<file path="config.mk">
export PLATFORM = sky130hd
export DESIGN_NAME = cai_core
export DESIGN_NICKNAME = d
export VERILOG_FILES = /design/src/cai_pkg.sv /design/src/cai_core.sv
export SDC_FILE = /design/constraint.sdc
export NUM_CORES = 1
export LEC_CHECK = 0
export ABC_CLOCK_PERIOD_IN_PS = 7500
export BUFFER_PORTS_ARGS = -buffer_cell sky130_fd_sc_hd__buf_2
export CORE_ASPECT_RATIO = 0.5
export CORE_MARGIN = 2
export CORE_UTILIZATION = 47
export DETAILED_ROUTE_END_ITERATION = 8
export PLACE_DENSITY = 0.63
export SLEW_MARGIN = 20
export SYNTH_ARGS = -nofsm -noshare
export SYNTH_HDL_FRONTEND = slang
export SYNTH_SLANG_ARGS = --single-unit
</file>
<file path="constraint.sdc">
create_clock -name pclk -period 7.5 [get_ports pclk]
set_clock_uncertainty 0.05 [all_clocks]
set_input_delay 1.125 -clock pclk [delete_from_list [all_inputs] [get_ports pclk]]
set_output_delay 1.125 -clock pclk [all_outputs]
set_load 0.1 [all_outputs]
</file>
<file path="src/cai_pkg.sv">
// cai_pkg: opcodes, flag layout, timing and reset constants of the execution datapath
// assumes: an 8-bit core on a 10 MHz system clock, with the APB master in the test bench
package cai_pkg;
   // ----------------------------------------------------------------------
   // operation codes, as written to the op field of the command register
   // ----------------------------------------------------------------------
   typedef enum logic [4:0] {
      CAI_NOP = 5'h00,
      CAI_ADC_W = 5'h01,   // add with carry, result to working
      CAI_ADC_M = 5'h02,   // add_with_carry_to_memory
      CAI_ADD_W = 5'h03,
      CAI_ADD_X = 5'h04,   // immediate operand
      CAI_ADD_M = 5'h05,   // sum_to_memory
      CAI_AND_W = 5'h06,
      CAI_AND_X = 5'h07,
      CAI_AND_M = 5'h08,   // bitwise_conj_to_memory
      CAI_CALL = 5'h09,
      CAI_ZFILL = 5'h0A,   // zero_fill_op
      CAI_ZBIT = 5'h0B,
      CAI_KICK = 5'h0C,    // watchdog_kick
      CAI_PRE1 = 5'h0D,    // watchdog_prekick_first
      CAI_PRE2 = 5'h0E,    // watchdog_prekick_second
      CAI_INV_M = 5'h0F,   // invert_memory
      CAI_INV_W = 5'h10,   // invert_to_working
      CAI_DFIX = 5'h11,    // decimal_fixup
      CAI_DEC_M = 5'h12,   // minus_one_memory
      CAI_DEC_W = 5'h13,   // minus_one_to_working
      CAI_INC_M = 5'h14,
      CAI_INC_W = 5'h15,   // plus_one_to_working
      CAI_SLEEP = 5'h16,
      CAI_GOTO = 5'h17     // goto_op
   } cai_op_e;

   // ----------------------------------------------------------------------
   // register map
   // ----------------------------------------------------------------------
   localparam logic [7:0] CAI_A_CMD = 8'h00;    // w: op[4:0], bit[10:8], go by write
   localparam logic [7:0] CAI_A_OPND = 8'h04;   // w: mem byte [7:0], imm [15:8], tgt [27:16]
   localparam logic [7:0] CAI_A_WORK = 8'h08;   // rw: working register
   localparam logic [7:0] CAI_A_FLAG = 8'h0C;   // rw: status flags
   localparam logic [7:0] CAI_A_PC = 8'h10;     // rw: program counter
   localparam logic [7:0] CAI_A_MEMR = 8'h14;   // r: mem result [7:0], write [8], low-pc [9]
   localparam logic [7:0] CAI_A_STK = 8'h18;    // r: pushed address [11:0], push [12]
   localparam logic [7:0] CAI_A_STAT = 8'h1C;   // r: busy [0], asleep [1], prekick mask [3:2]
   localparam logic [7:0] CAI_A_WDT = 8'h20;    // r: watchdog_counter, prescaler [15:8]

   // flag bit positions
   localparam int CAI_F_C = 0;
   localparam int CAI_F_HC = 1;   // half_carry_flag
   localparam int CAI_F_Z = 2;
   localparam int CAI_F_OV = 3;   // signed_wrap_flag
   localparam int CAI_F_SL = 4;   // sleep_entered_flag
   localparam int CAI_F_TO = 5;   // watchdog_expiry_flag

   localparam logic [5:0] CAI_FLAG_RST = 6'h00;
   localparam logic [11:0] CAI_PC_RST = 12'h000;
   // one instruction cycle is four system clocks
   localparam int CAI_CYC_CLKS = 4;
   localparam logic [3:0] CAI_EXTRA_CLKS = 4'h4;
   localparam logic [7:0] CAI_DIG_LIM = 8'h09;
   localparam logic [7:0] CAI_DIG_ADJ = 8'h06;
endpackage

</file>
<file path="src/cai_core.sv">
// cai_core: execution semantics of the arithmetic, clear, watchdog, sleep and branch operations
// assumes: an APB master on pclk supplies operands and starts each operation
`timescale 1ns/10ps
`default_nettype none
// Behaviour
// RL1 - add with carry, all four arithmetic flags
// RL2 - plain add, memory or immediate operand
// RL3 - and sets only zero flag
// RL4 - call pushes pc plus one, loads target
// RL5 - clear byte writes zero, flags kept
// RL6 - clear bit zeroes one bit only
// RL7 - kick clears counter, sleep and expiry flags
// RL8 - prekicks clear only when both executed
// RL9 - invert byte, memory or working destination
// RL10 - low digit fixup adds six, digit carry
// RL11 - high digit fixup, only carry changes
// RL12 - decrement byte, zero flag only
// RL13 - increment byte, zero flag only
// RL14 - sleep halts execution, contents kept
// RL15 - sleep clears watchdog, sets sleep flag, pc+1
// RL16 - jump loads target, no push, flags kept
// RL17 - low pc write costs four clocks more
// RL18 - unaffected flags hold their value
// RL19 - zero flag tracks eight-bit result
module cai_core #(
   parameter int PC_W = 12
) (
   input wire logic pclk,
   input wire logic presetn,
   input wire logic psel,
   input wire logic penable,
   input wire logic pwrite,
   input wire logic [7:0] paddr,
   input wire logic [31:0] pwdata,
   output logic [31:0] prdata,
   output logic pready,
   output logic pslverr,
   output logic asleep,
   output logic busy
);
   // ---------------------------------------------------------------------
   // state
   // ---------------------------------------------------------------------
   typedef struct packed {
      logic [31:0] rdata;
      logic ready;
      logic err;
      logic [7:0] mem;
      logic [7:0] imm;
      logic [11:0] tgt;
      logic [7:0] work;
      logic [5:0] flags;
      logic [11:0] pc;
      logic [7:0] mres;
      logic mwr;
      logic lowpc;
      logic [11:0] stk;
      logic push;
      logic [7:0] wdt;
      logic [7:0] pre;
      logic [1:0] pmask;
      logic slp;
      logic [3:0] wait_cnt;
      logic bsy;
   } cai_st_s;

   cai_st_s st_ff, nxt_st;

   initial begin
      if (PC_W != 12) $error("cai_core supports only a 12-bit program counter");
   end

   logic acc_w, acc_r;
   logic [8:0] sum;
   logic [4:0] lsum;
   logic [7:0] opb, res;
   logic cin, ov, lo_fix, dc, hi_fix;
   logic [4:0] hi_n;
   logic [3:0] lo_n;

   assign acc_w = psel && penable && pwrite && !st_ff.ready;
   assign acc_r = psel && penable && !pwrite && !st_ff.ready;

   // ---------------------------------------------------------------------
   // adder shared by the add family
   // ---------------------------------------------------------------------
   always_comb begin
      // operand choice follows the command being written, not the last one run
      opb = (pwdata[4:0] == cai_pkg::CAI_ADD_X) ? st_ff.imm : st_ff.mem;
      cin = (pwdata[4:0] == cai_pkg::CAI_ADC_W || pwdata[4:0] == cai_pkg::CAI_ADC_M)
            ? st_ff.flags[cai_pkg::CAI_F_C] : 1'b0; // RL1 RL2
      sum = {1'b0, st_ff.work} + {1'b0, opb} + {8'h00, cin};
      lsum = {1'b0, st_ff.work[3:0]} + {1'b0, opb[3:0]} + {4'h0, cin};
      ov = (st_ff.work[7] == opb[7]) && (sum[7] != opb[7]);
      // decimal fixup digits, computed from the working register
      lo_fix = (st_ff.work[3:0] > cai_pkg::CAI_DIG_LIM[3:0]) || st_ff.flags[cai_pkg::CAI_F_HC];
      lo_n = lo_fix ? st_ff.work[3:0] + cai_pkg::CAI_DIG_ADJ[3:0] : st_ff.work[3:0]; // RL10
      dc = lo_fix ? !st_ff.flags[cai_pkg::CAI_F_HC] : 1'b0; // RL10
      hi_n = {1'b0, st_ff.work[7:4]} + {4'h0, dc};
      hi_fix = (hi_n > 5'(cai_pkg::CAI_DIG_LIM)) || st_ff.flags[cai_pkg::CAI_F_C];
      res = {(hi_fix ? hi_n[3:0] + cai_pkg::CAI_DIG_ADJ[3:0] : hi_n[3:0]), lo_n}; // RL11
   end

   // ---------------------------------------------------------------------
   // next state: bus slave and one-shot execution
   // ---------------------------------------------------------------------
   always_comb begin
      logic [7:0] r;
      logic upd_z, go;
      r = 8'h00;
      upd_z = 1'b0;
      go = 1'b0;
      nxt_st = st_ff;
      nxt_st.ready = psel && penable && !st_ff.ready;
      nxt_st.err = 1'b0;
      nxt_st.rdata = 32'h0000_0000;
      // extra instruction cycle after a low pc write
      if (st_ff.wait_cnt != 4'h0) begin
         nxt_st.wait_cnt = st_ff.wait_cnt - 4'h1; // RL17
      end
      if (acc_r) begin
         unique case (paddr)
            cai_pkg::CAI_A_WORK: nxt_st.rdata = {24'h0, st_ff.work};
            cai_pkg::CAI_A_FLAG: nxt_st.rdata = {26'h0, st_ff.flags};
            cai_pkg::CAI_A_PC: nxt_st.rdata = {20'h0, st_ff.pc};
            cai_pkg::CAI_A_MEMR: nxt_st.rdata = {22'h0, st_ff.lowpc, st_ff.mwr, st_ff.mres};
            cai_pkg::CAI_A_STK: nxt_st.rdata = {19'h0, st_ff.push, st_ff.stk};
            cai_pkg::CAI_A_STAT:
               nxt_st.rdata = {28'h0, st_ff.pmask, st_ff.slp, st_ff.wait_cnt != 4'h0};
            cai_pkg::CAI_A_WDT: nxt_st.rdata = {16'h0, st_ff.pre, st_ff.wdt};
            default: nxt_st.err = 1'b1;
         endcase
      end
      if (acc_w) begin
         unique case (paddr)
            cai_pkg::CAI_A_CMD: go = 1'b1;
            cai_pkg::CAI_A_OPND: begin
               nxt_st.mem = pwdata[7:0];
               nxt_st.imm = pwdata[15:8];
               nxt_st.tgt = pwdata[27:16];
            end
            cai_pkg::CAI_A_WORK: nxt_st.work = pwdata[7:0];
            cai_pkg::CAI_A_FLAG: nxt_st.flags = pwdata[5:0];
            cai_pkg::CAI_A_PC: nxt_st.pc = pwdata[11:0];
            default: nxt_st.err = 1'b1;
         endcase
         // commands refused while asleep or during the extra cycle
         if (go && (st_ff.slp || st_ff.wait_cnt != 4'h0)) begin
            nxt_st.err = 1'b1;
            go = 1'b0;
         end
      end
      // free-running watchdog with prescaler; a sleeping core stops it
      if (!st_ff.slp) begin
         nxt_st.pre = st_ff.pre + 8'h01;
         if (st_ff.pre == 8'hFF) nxt_st.wdt = st_ff.wdt + 8'h01;
      end
      if (go) begin
         nxt_st.pc = st_ff.pc + 12'h001;
         nxt_st.lowpc = 1'b0;
         // write and push marks stand until the next command so software can read them
         nxt_st.mwr = 1'b0;
         nxt_st.push = 1'b0;
         unique case (cai_pkg::cai_op_e'(pwdata[4:0]))
            cai_pkg::CAI_ADC_W, cai_pkg::CAI_ADD_W, cai_pkg::CAI_ADD_X,
            cai_pkg::CAI_ADC_M, cai_pkg::CAI_ADD_M: begin
               // operands must be latched before the command: adder reads st_ff
               r = sum[7:0]; // RL1 RL2
               nxt_st.flags[cai_pkg::CAI_F_C] = sum[8];
               nxt_st.flags[cai_pkg::CAI_F_HC] = lsum[4];
               nxt_st.flags[cai_pkg::CAI_F_OV] = ov;
               upd_z = 1'b1;
               if (pwdata[4:0] == cai_pkg::CAI_ADC_M || pwdata[4:0] == cai_pkg::CAI_ADD_M)
                  nxt_st.mwr = 1'b1;
               else
                  nxt_st.work = r;
            end
            cai_pkg::CAI_AND_W, cai_pkg::CAI_AND_X, cai_pkg::CAI_AND_M: begin
               r = st_ff.work & (pwdata[4:0] == cai_pkg::CAI_AND_X ? st_ff.imm : st_ff.mem); // RL3
               upd_z = 1'b1;
               if (pwdata[4:0] == cai_pkg::CAI_AND_M) nxt_st.mwr = 1'b1;
               else nxt_st.work = r;
            end
            cai_pkg::CAI_CALL: begin
               nxt_st.stk = st_ff.pc + 12'h001; // RL4
               nxt_st.push = 1'b1;
               nxt_st.pc = st_ff.tgt; // RL4
            end
            cai_pkg::CAI_ZFILL: begin
               r = 8'h00; // RL5
               nxt_st.mwr = 1'b1;
            end
            cai_pkg::CAI_ZBIT: begin
               r = st_ff.mem & ~(8'h01 << pwdata[10:8]); // RL6
               nxt_st.mwr = 1'b1;
            end
            cai_pkg::CAI_KICK: begin
               nxt_st.wdt = 8'h00; // RL7
               nxt_st.pre = 8'h00;
               nxt_st.pmask = 2'b00;
               nxt_st.flags[cai_pkg::CAI_F_SL] = 1'b0;
               nxt_st.flags[cai_pkg::CAI_F_TO] = 1'b0;
            end
            cai_pkg::CAI_PRE1, cai_pkg::CAI_PRE2: begin
               // record this half; clear only once both halves have run
               if ((st_ff.pmask | (pwdata[0] ? 2'b01 : 2'b10)) == 2'b11) begin // RL8
                  nxt_st.wdt = 8'h00;
                  nxt_st.pre = 8'h00;
                  nxt_st.pmask = 2'b00;
                  nxt_st.flags[cai_pkg::CAI_F_SL] = 1'b0;
                  nxt_st.flags[cai_pkg::CAI_F_TO] = 1'b0;
               end else begin
                  nxt_st.pmask = st_ff.pmask | (pwdata[0] ? 2'b01 : 2'b10); // RL8
               end
            end
            cai_pkg::CAI_INV_M, cai_pkg::CAI_INV_W: begin
               r = ~st_ff.mem; // RL9
               upd_z = 1'b1;
               if (pwdata[4:0] == cai_pkg::CAI_INV_M) nxt_st.mwr = 1'b1;
               else nxt_st.work = r;
            end
            cai_pkg::CAI_DFIX: begin
               r = res; // RL11
               nxt_st.mwr = 1'b1;
               if (hi_fix) nxt_st.flags[cai_pkg::CAI_F_C] = 1'b1; // RL11
            end
            cai_pkg::CAI_DEC_M, cai_pkg::CAI_DEC_W: begin
               r = st_ff.mem - 8'h01; // RL12
               upd_z = 1'b1;
               if (pwdata[4:0] == cai_pkg::CAI_DEC_M) nxt_st.mwr = 1'b1;
               else nxt_st.work = r;
            end
            cai_pkg::CAI_INC_M, cai_pkg::CAI_INC_W: begin
               r = st_ff.mem + 8'h01; // RL13
               upd_z = 1'b1;
               if (pwdata[4:0] == cai_pkg::CAI_INC_M) nxt_st.mwr = 1'b1;
               else nxt_st.work = r;
            end
            cai_pkg::CAI_SLEEP: begin
               nxt_st.slp = 1'b1; // RL14
               nxt_st.wdt = 8'h00; // RL15
               nxt_st.pre = 8'h00;
               nxt_st.flags[cai_pkg::CAI_F_SL] = 1'b1;
               nxt_st.flags[cai_pkg::CAI_F_TO] = 1'b0;
            end
            cai_pkg::CAI_GOTO: nxt_st.pc = st_ff.tgt; // RL16
            default: ;
         endcase
         // flags not named above are left as they were
         if (upd_z) nxt_st.flags[cai_pkg::CAI_F_Z] = (r == 8'h00); // RL18 RL19
         nxt_st.mres = r;
         // a memory result aimed at the low pc byte costs one more cycle
         if (nxt_st.mwr && st_ff.mem == 8'h00) begin
            nxt_st.lowpc = 1'b1;
            nxt_st.wait_cnt = cai_pkg::CAI_EXTRA_CLKS; // RL17
         end
      end
      // software wakes the core by writing the program counter
      if (acc_w && paddr == cai_pkg::CAI_A_PC) nxt_st.slp = 1'b0;
      // busy is registered so the pin comes straight from a flip-flop
      nxt_st.bsy = (nxt_st.wait_cnt != 4'h0);
   end

   // ---------------------------------------------------------------------
   // state register
   // ---------------------------------------------------------------------
   always_ff @(posedge pclk or negedge presetn) begin
      if (!presetn) begin
         st_ff <= '0;
      end else begin
         st_ff <= nxt_st;
      end
   end

   assign prdata = st_ff.rdata;
   assign pready = st_ff.ready;
   assign pslverr = st_ff.err;
   assign asleep = st_ff.slp;
   assign busy = st_ff.bsy;

   // ---------------------------------------------------------------------
   // checks
   // ---------------------------------------------------------------------
   sleep_flags_a: assert property (@(posedge pclk) disable iff (!presetn) // RL15
      $rose(st_ff.slp) |-> st_ff.flags[cai_pkg::CAI_F_SL] && !st_ff.flags[cai_pkg::CAI_F_TO]
         && st_ff.wdt == 8'h00) else $error("sleep entry flags wrong");
   zero_track_a: assert property (@(posedge pclk) disable iff (!presetn) // RL19
      $past(acc_w && paddr == cai_pkg::CAI_A_CMD && pwdata[4:0] == cai_pkg::CAI_DEC_M
         && !st_ff.slp && !busy) && st_ff.mwr
         |-> st_ff.flags[cai_pkg::CAI_F_Z] == (st_ff.mres == 8'h00))
      else $error("zero flag mismatch");
   extra_cyc_a: assert property (@(posedge pclk) disable iff (!presetn) // RL17
      st_ff.lowpc && $rose(busy) |-> busy [*4] ##1 !busy) else $error("extra cycle length wrong");
   call_push_a: assert property (@(posedge pclk) disable iff (!presetn) // RL4
      $rose(st_ff.push) |-> st_ff.stk == $past(st_ff.pc) + 12'h001
         && st_ff.pc == $past(st_ff.tgt))
      else $error("call push wrong");
   flags_hold_a: assert property (@(posedge pclk) disable iff (!presetn) // RL18
      $rose(st_ff.push) |-> st_ff.flags == $past(st_ff.flags)) else $error("call changed flags");
   zfill_val_a: assert property (@(posedge pclk) disable iff (!presetn) // RL5
      $past(acc_w && paddr == cai_pkg::CAI_A_CMD && pwdata[4:0] == cai_pkg::CAI_ZFILL
         && !st_ff.slp && !busy) |-> st_ff.mwr && st_ff.mres == 8'h00)
      else $error("clear byte wrong");
   ready_one_a: assert property (@(posedge pclk) disable iff (!presetn)
      pready |=> !pready) else $error("ready held too long");
   sleep_hold_a: assert property (@(posedge pclk) disable iff (!presetn) // RL14
      asleep && !(acc_w && paddr == cai_pkg::CAI_A_PC) |=> asleep && $stable(st_ff.wdt))
      else $error("sleep not held");
   cov_call_c: cover property (@(posedge pclk) st_ff.push);
   cov_sleep_c: cover property (@(posedge pclk) $rose(asleep));
   cov_busy_c: cover property (@(posedge pclk) $rose(busy));
endmodule
`default_nettype wire

</file>
==> impl_metrics.json <==
{
  "dp_slack_ns": 1.392,
  "synth_area_leader_cell": "dfrtp_1",
  "critPathLaunchType": "primary input",
  "die_area_mm2": 0.01777,
  "h-tree-depth": 4,
  "diodes": 0,
  "track_usage": 0.2797,
  "grt_overflow": 0,
  "grt_max_degree": 67,
  "drc_errors": 0,
  "powerDensity_mw_per_mm2": 207.6,
  "clockBufferDepth": 2,
  "hold_class": "reg2reg",
  "grtUsageMet1": 0.3909,
  "grt_first_pass_wirelength_um": 37710,
  "synthTopCellsByArea": "dfrtp_1 38%, mux2_2 6.0%, nand2_1 4.4%",
  "fmaxAchievable_mhz": 174.9,
  "cts_tree": "yes",
  "post_cts_buffers": 0,
  "grt.met2_usage": 0.4356,
  "ant_nets": 0,
  "vias": 7073,
  "finalSetupTns_ns": 0,
  "die_y_um": 95.27,
  "hold_buffers": 0,
  "synthTopCellsByCount": "119 x dfrtp_1, 91 x nand2_1, 80 x nor2_1, 62 x o21ai_0, 42 x mux2_2",
  "hp-start": "st_ff[37]$_DFFE_PN0P_",
  "ys_seq_area_frac": 0.3803,
  "fin_crit_ns": 5.717,
  "die_x_um": 186.5,
  "r2r-start": "st_ff[93]$_DFFE_PN0P_",
  "timing.rr.end": "st_ff[61]$_DFF_PN0_",
  "syn_inst": 875,
  "fillers": 1534,
  "fp.coreArea_mm2": 0.01635,
  "worstPathArrival_ns": 6.00,
  "busiest_layer": "met2",
  "regToRegSetupSlack_ns": 3.52,
  "p_leak_nw": 3.905,
  "netlist_area_mm2": 0.007830,
  "synth_seq_cells": 119,
  "clock_latency_ns": 0.43,
  "ioPinCount": 81,
  "relSlewSlack": 0.2574,
  "ys.flop_type": "dfrtp_1",
  "areaGrowthSynthToFinish_pct": 10.15,
  "drt-total-wl_um": 24280,
  "hpwl_um": 17030,
  "cp_max_fo": 29,
  "post-route-period-util": 0.7623,
  "yosysWarnings": 0,
  "synth.most_common_cell": "dfrtp_1",
  "cts_resized": 0,
  "tightest_slew_ns": 1.104,
  "yosysTopAreaCellShare": 0.3803,
  "r2r_cells": 10,
  "drtPass1Iterations": 8,
  "postSynth.asyncResetShare": 1.000,
  "fin_ws_ns": 1.783,
  "drt_iter0_drc": 1001,
  "root_buffer": "clkbuf_16",
  "first_global_vias": 6467,
  "path_class": "in2reg",
  "min_to": "st_ff[37]$_DFFE_PN0P_",
  "viasPerCell": 6.265,
  "hold_viol": 0,
  "syn_area_per_cell_um2": 8.949,
  "cp.required_ns": 7.78,
  "start_util": 0.4789,
  "port_buffers": 60,
  "clk_pin_slew_ns": 0.06,
  "min_path_cells": 2,
  "peakVddDrop_uv": 154.3,
  "rsz0062_at_grt": "no",
  "antenna_found_initial": 0,
  "cts.sinks": 119,
  "critPathCaptureType": "register",
  "synth_edf_count": 0,
  "wl_per_cell_um": 21.50,
  "drv_slew": 0,
  "status": "finished clean",
  "drive_above_1_share": 0.1741,
  "rows": 33,
  "setup_viol": 0,
  "numCtsBuffers": 17,
  "grt_use_met3": 0.06331,
  "cap_violations": 0,
  "nets": 955,
  "gp_congestion": 0.9649,
  "netlist-cell-type-count": 80
}
[layer usage]
| layer | vias up | share of wire |
|---|---|---|
| met3 | 43 | 0.094 |
| met5 | - | 0 |
| li1 | 3187 | - |
| met4 | 0 | 0.017 |
| met1 | 3440 | 0.45 |
| met2 | 403 | 0.44 |
[registers in the layout (all words and copies together), names as in the netlist]
signal and count:
asleep 1, busy 1, prdata 16, pready 1
pslverr 1, st_ff 99
[power breakdown]
group / total (mW) / leakage (nW) / switching [mW] / internal (mW)
clock: 0.801 / 0.279 / 0.337 / 0.464
sequential: 0.730 / 1.63 / 0.0488 / 0.681
combinational: 0.260 / 1.99 / 0.175 / 0.0845
[layout make-up]
type | count | area (um^2) | area share
Clock inverter | 15 | 143.9 | 0.01668
Timing Repair Buffer | 67 | 355.3 | 0.04120
Multi-Input combinational cell | 661 | 4352 | 0.5046
Sequential cell | 119 | 2978 | 0.3453
Inverter | 23 | 86.33 | 0.01001
Clock buffer | 17 | 425.4 | 0.04933
Tap cell | 227 | 284.0 | 0.03293
[worst max path at each step]
stage / start / endpoint / cells past startpoint
5_1_grt: pwdata[2] / st_ff[61]$_DFF_PN0_ / 13
6_report: pwdata[2] / st_ff[61]$_DFF_PN0_ / 13
2_1_floorplan: pwdata[2] / st_ff[61]$_DFF_PN0_ / 14
3_3_place_gp: pwdata[2] / st_ff[61]$_DFF_PN0_ / 13
3_5_place_dp: pwdata[2] / st_ff[61]$_DFF_PN0_ / 13
4_1_cts: pwdata[2] / st_ff[61]$_DFF_PN0_ / 13
[critical path, cell delays in order]
cell and delay (ns):
buf_2 0.44, nor3b_1 0.67, nand2_1 0.43, mux2_2 0.39, fa_1 0.44, fa_1 0.42
a211oi_1 0.36, nor2_1 0.18, nor2_1 0.13, nor3_1 0.10, or4b_1 0.57, or4_1 0.55
o31ai_2 0.17
[cells by family after synthesis]
kind of cell | count (synthesis) | share of synthesized area
simple gates | 311 | 0.2021
compound gates | 218 | 0.1887
flops | 119 | 0.3803
buf+inv | 110 | 0.07111
mux | 55 | 0.07702
xor+xnor | 40 | 0.04474
fa+ha+maj | 21 | 0.03548
other cells | 1 | 0.0004789
[through the flow]
stage	hold WS (ns)	utilization	cell area [um^2]	total power, mW	instances
6_report	0.4288	0.5275	8625	1.790	1129
5_1_grt	0.4601	0.5275	8625	1.860	1129
4_1_cts	0.4347	0.5275	8625	1.796	1129
3_5_place_dp	0.4198	0.4927	8055	0.9948	1097
3_3_place_gp	0.4140	0.4927	8055	0.9865	1097
2_1_floorplan	0.3896	-	7886	0.9233	890
[layout by cell type (no fill, tap or decap), types with 23 or more instances in the layout]
cell,netlist,routed
dfrtp_1,119,119
nand2_1,91,91
nor2_1,80,80
o21ai_0,62,62
buf_2,7,59
mux2_2,42,42
a21oi_1,39,39
nand3_1,26,26
xor2_1,25,25
inv_1,23,23
No activity file was read; power rests on OpenSTA's default activity.
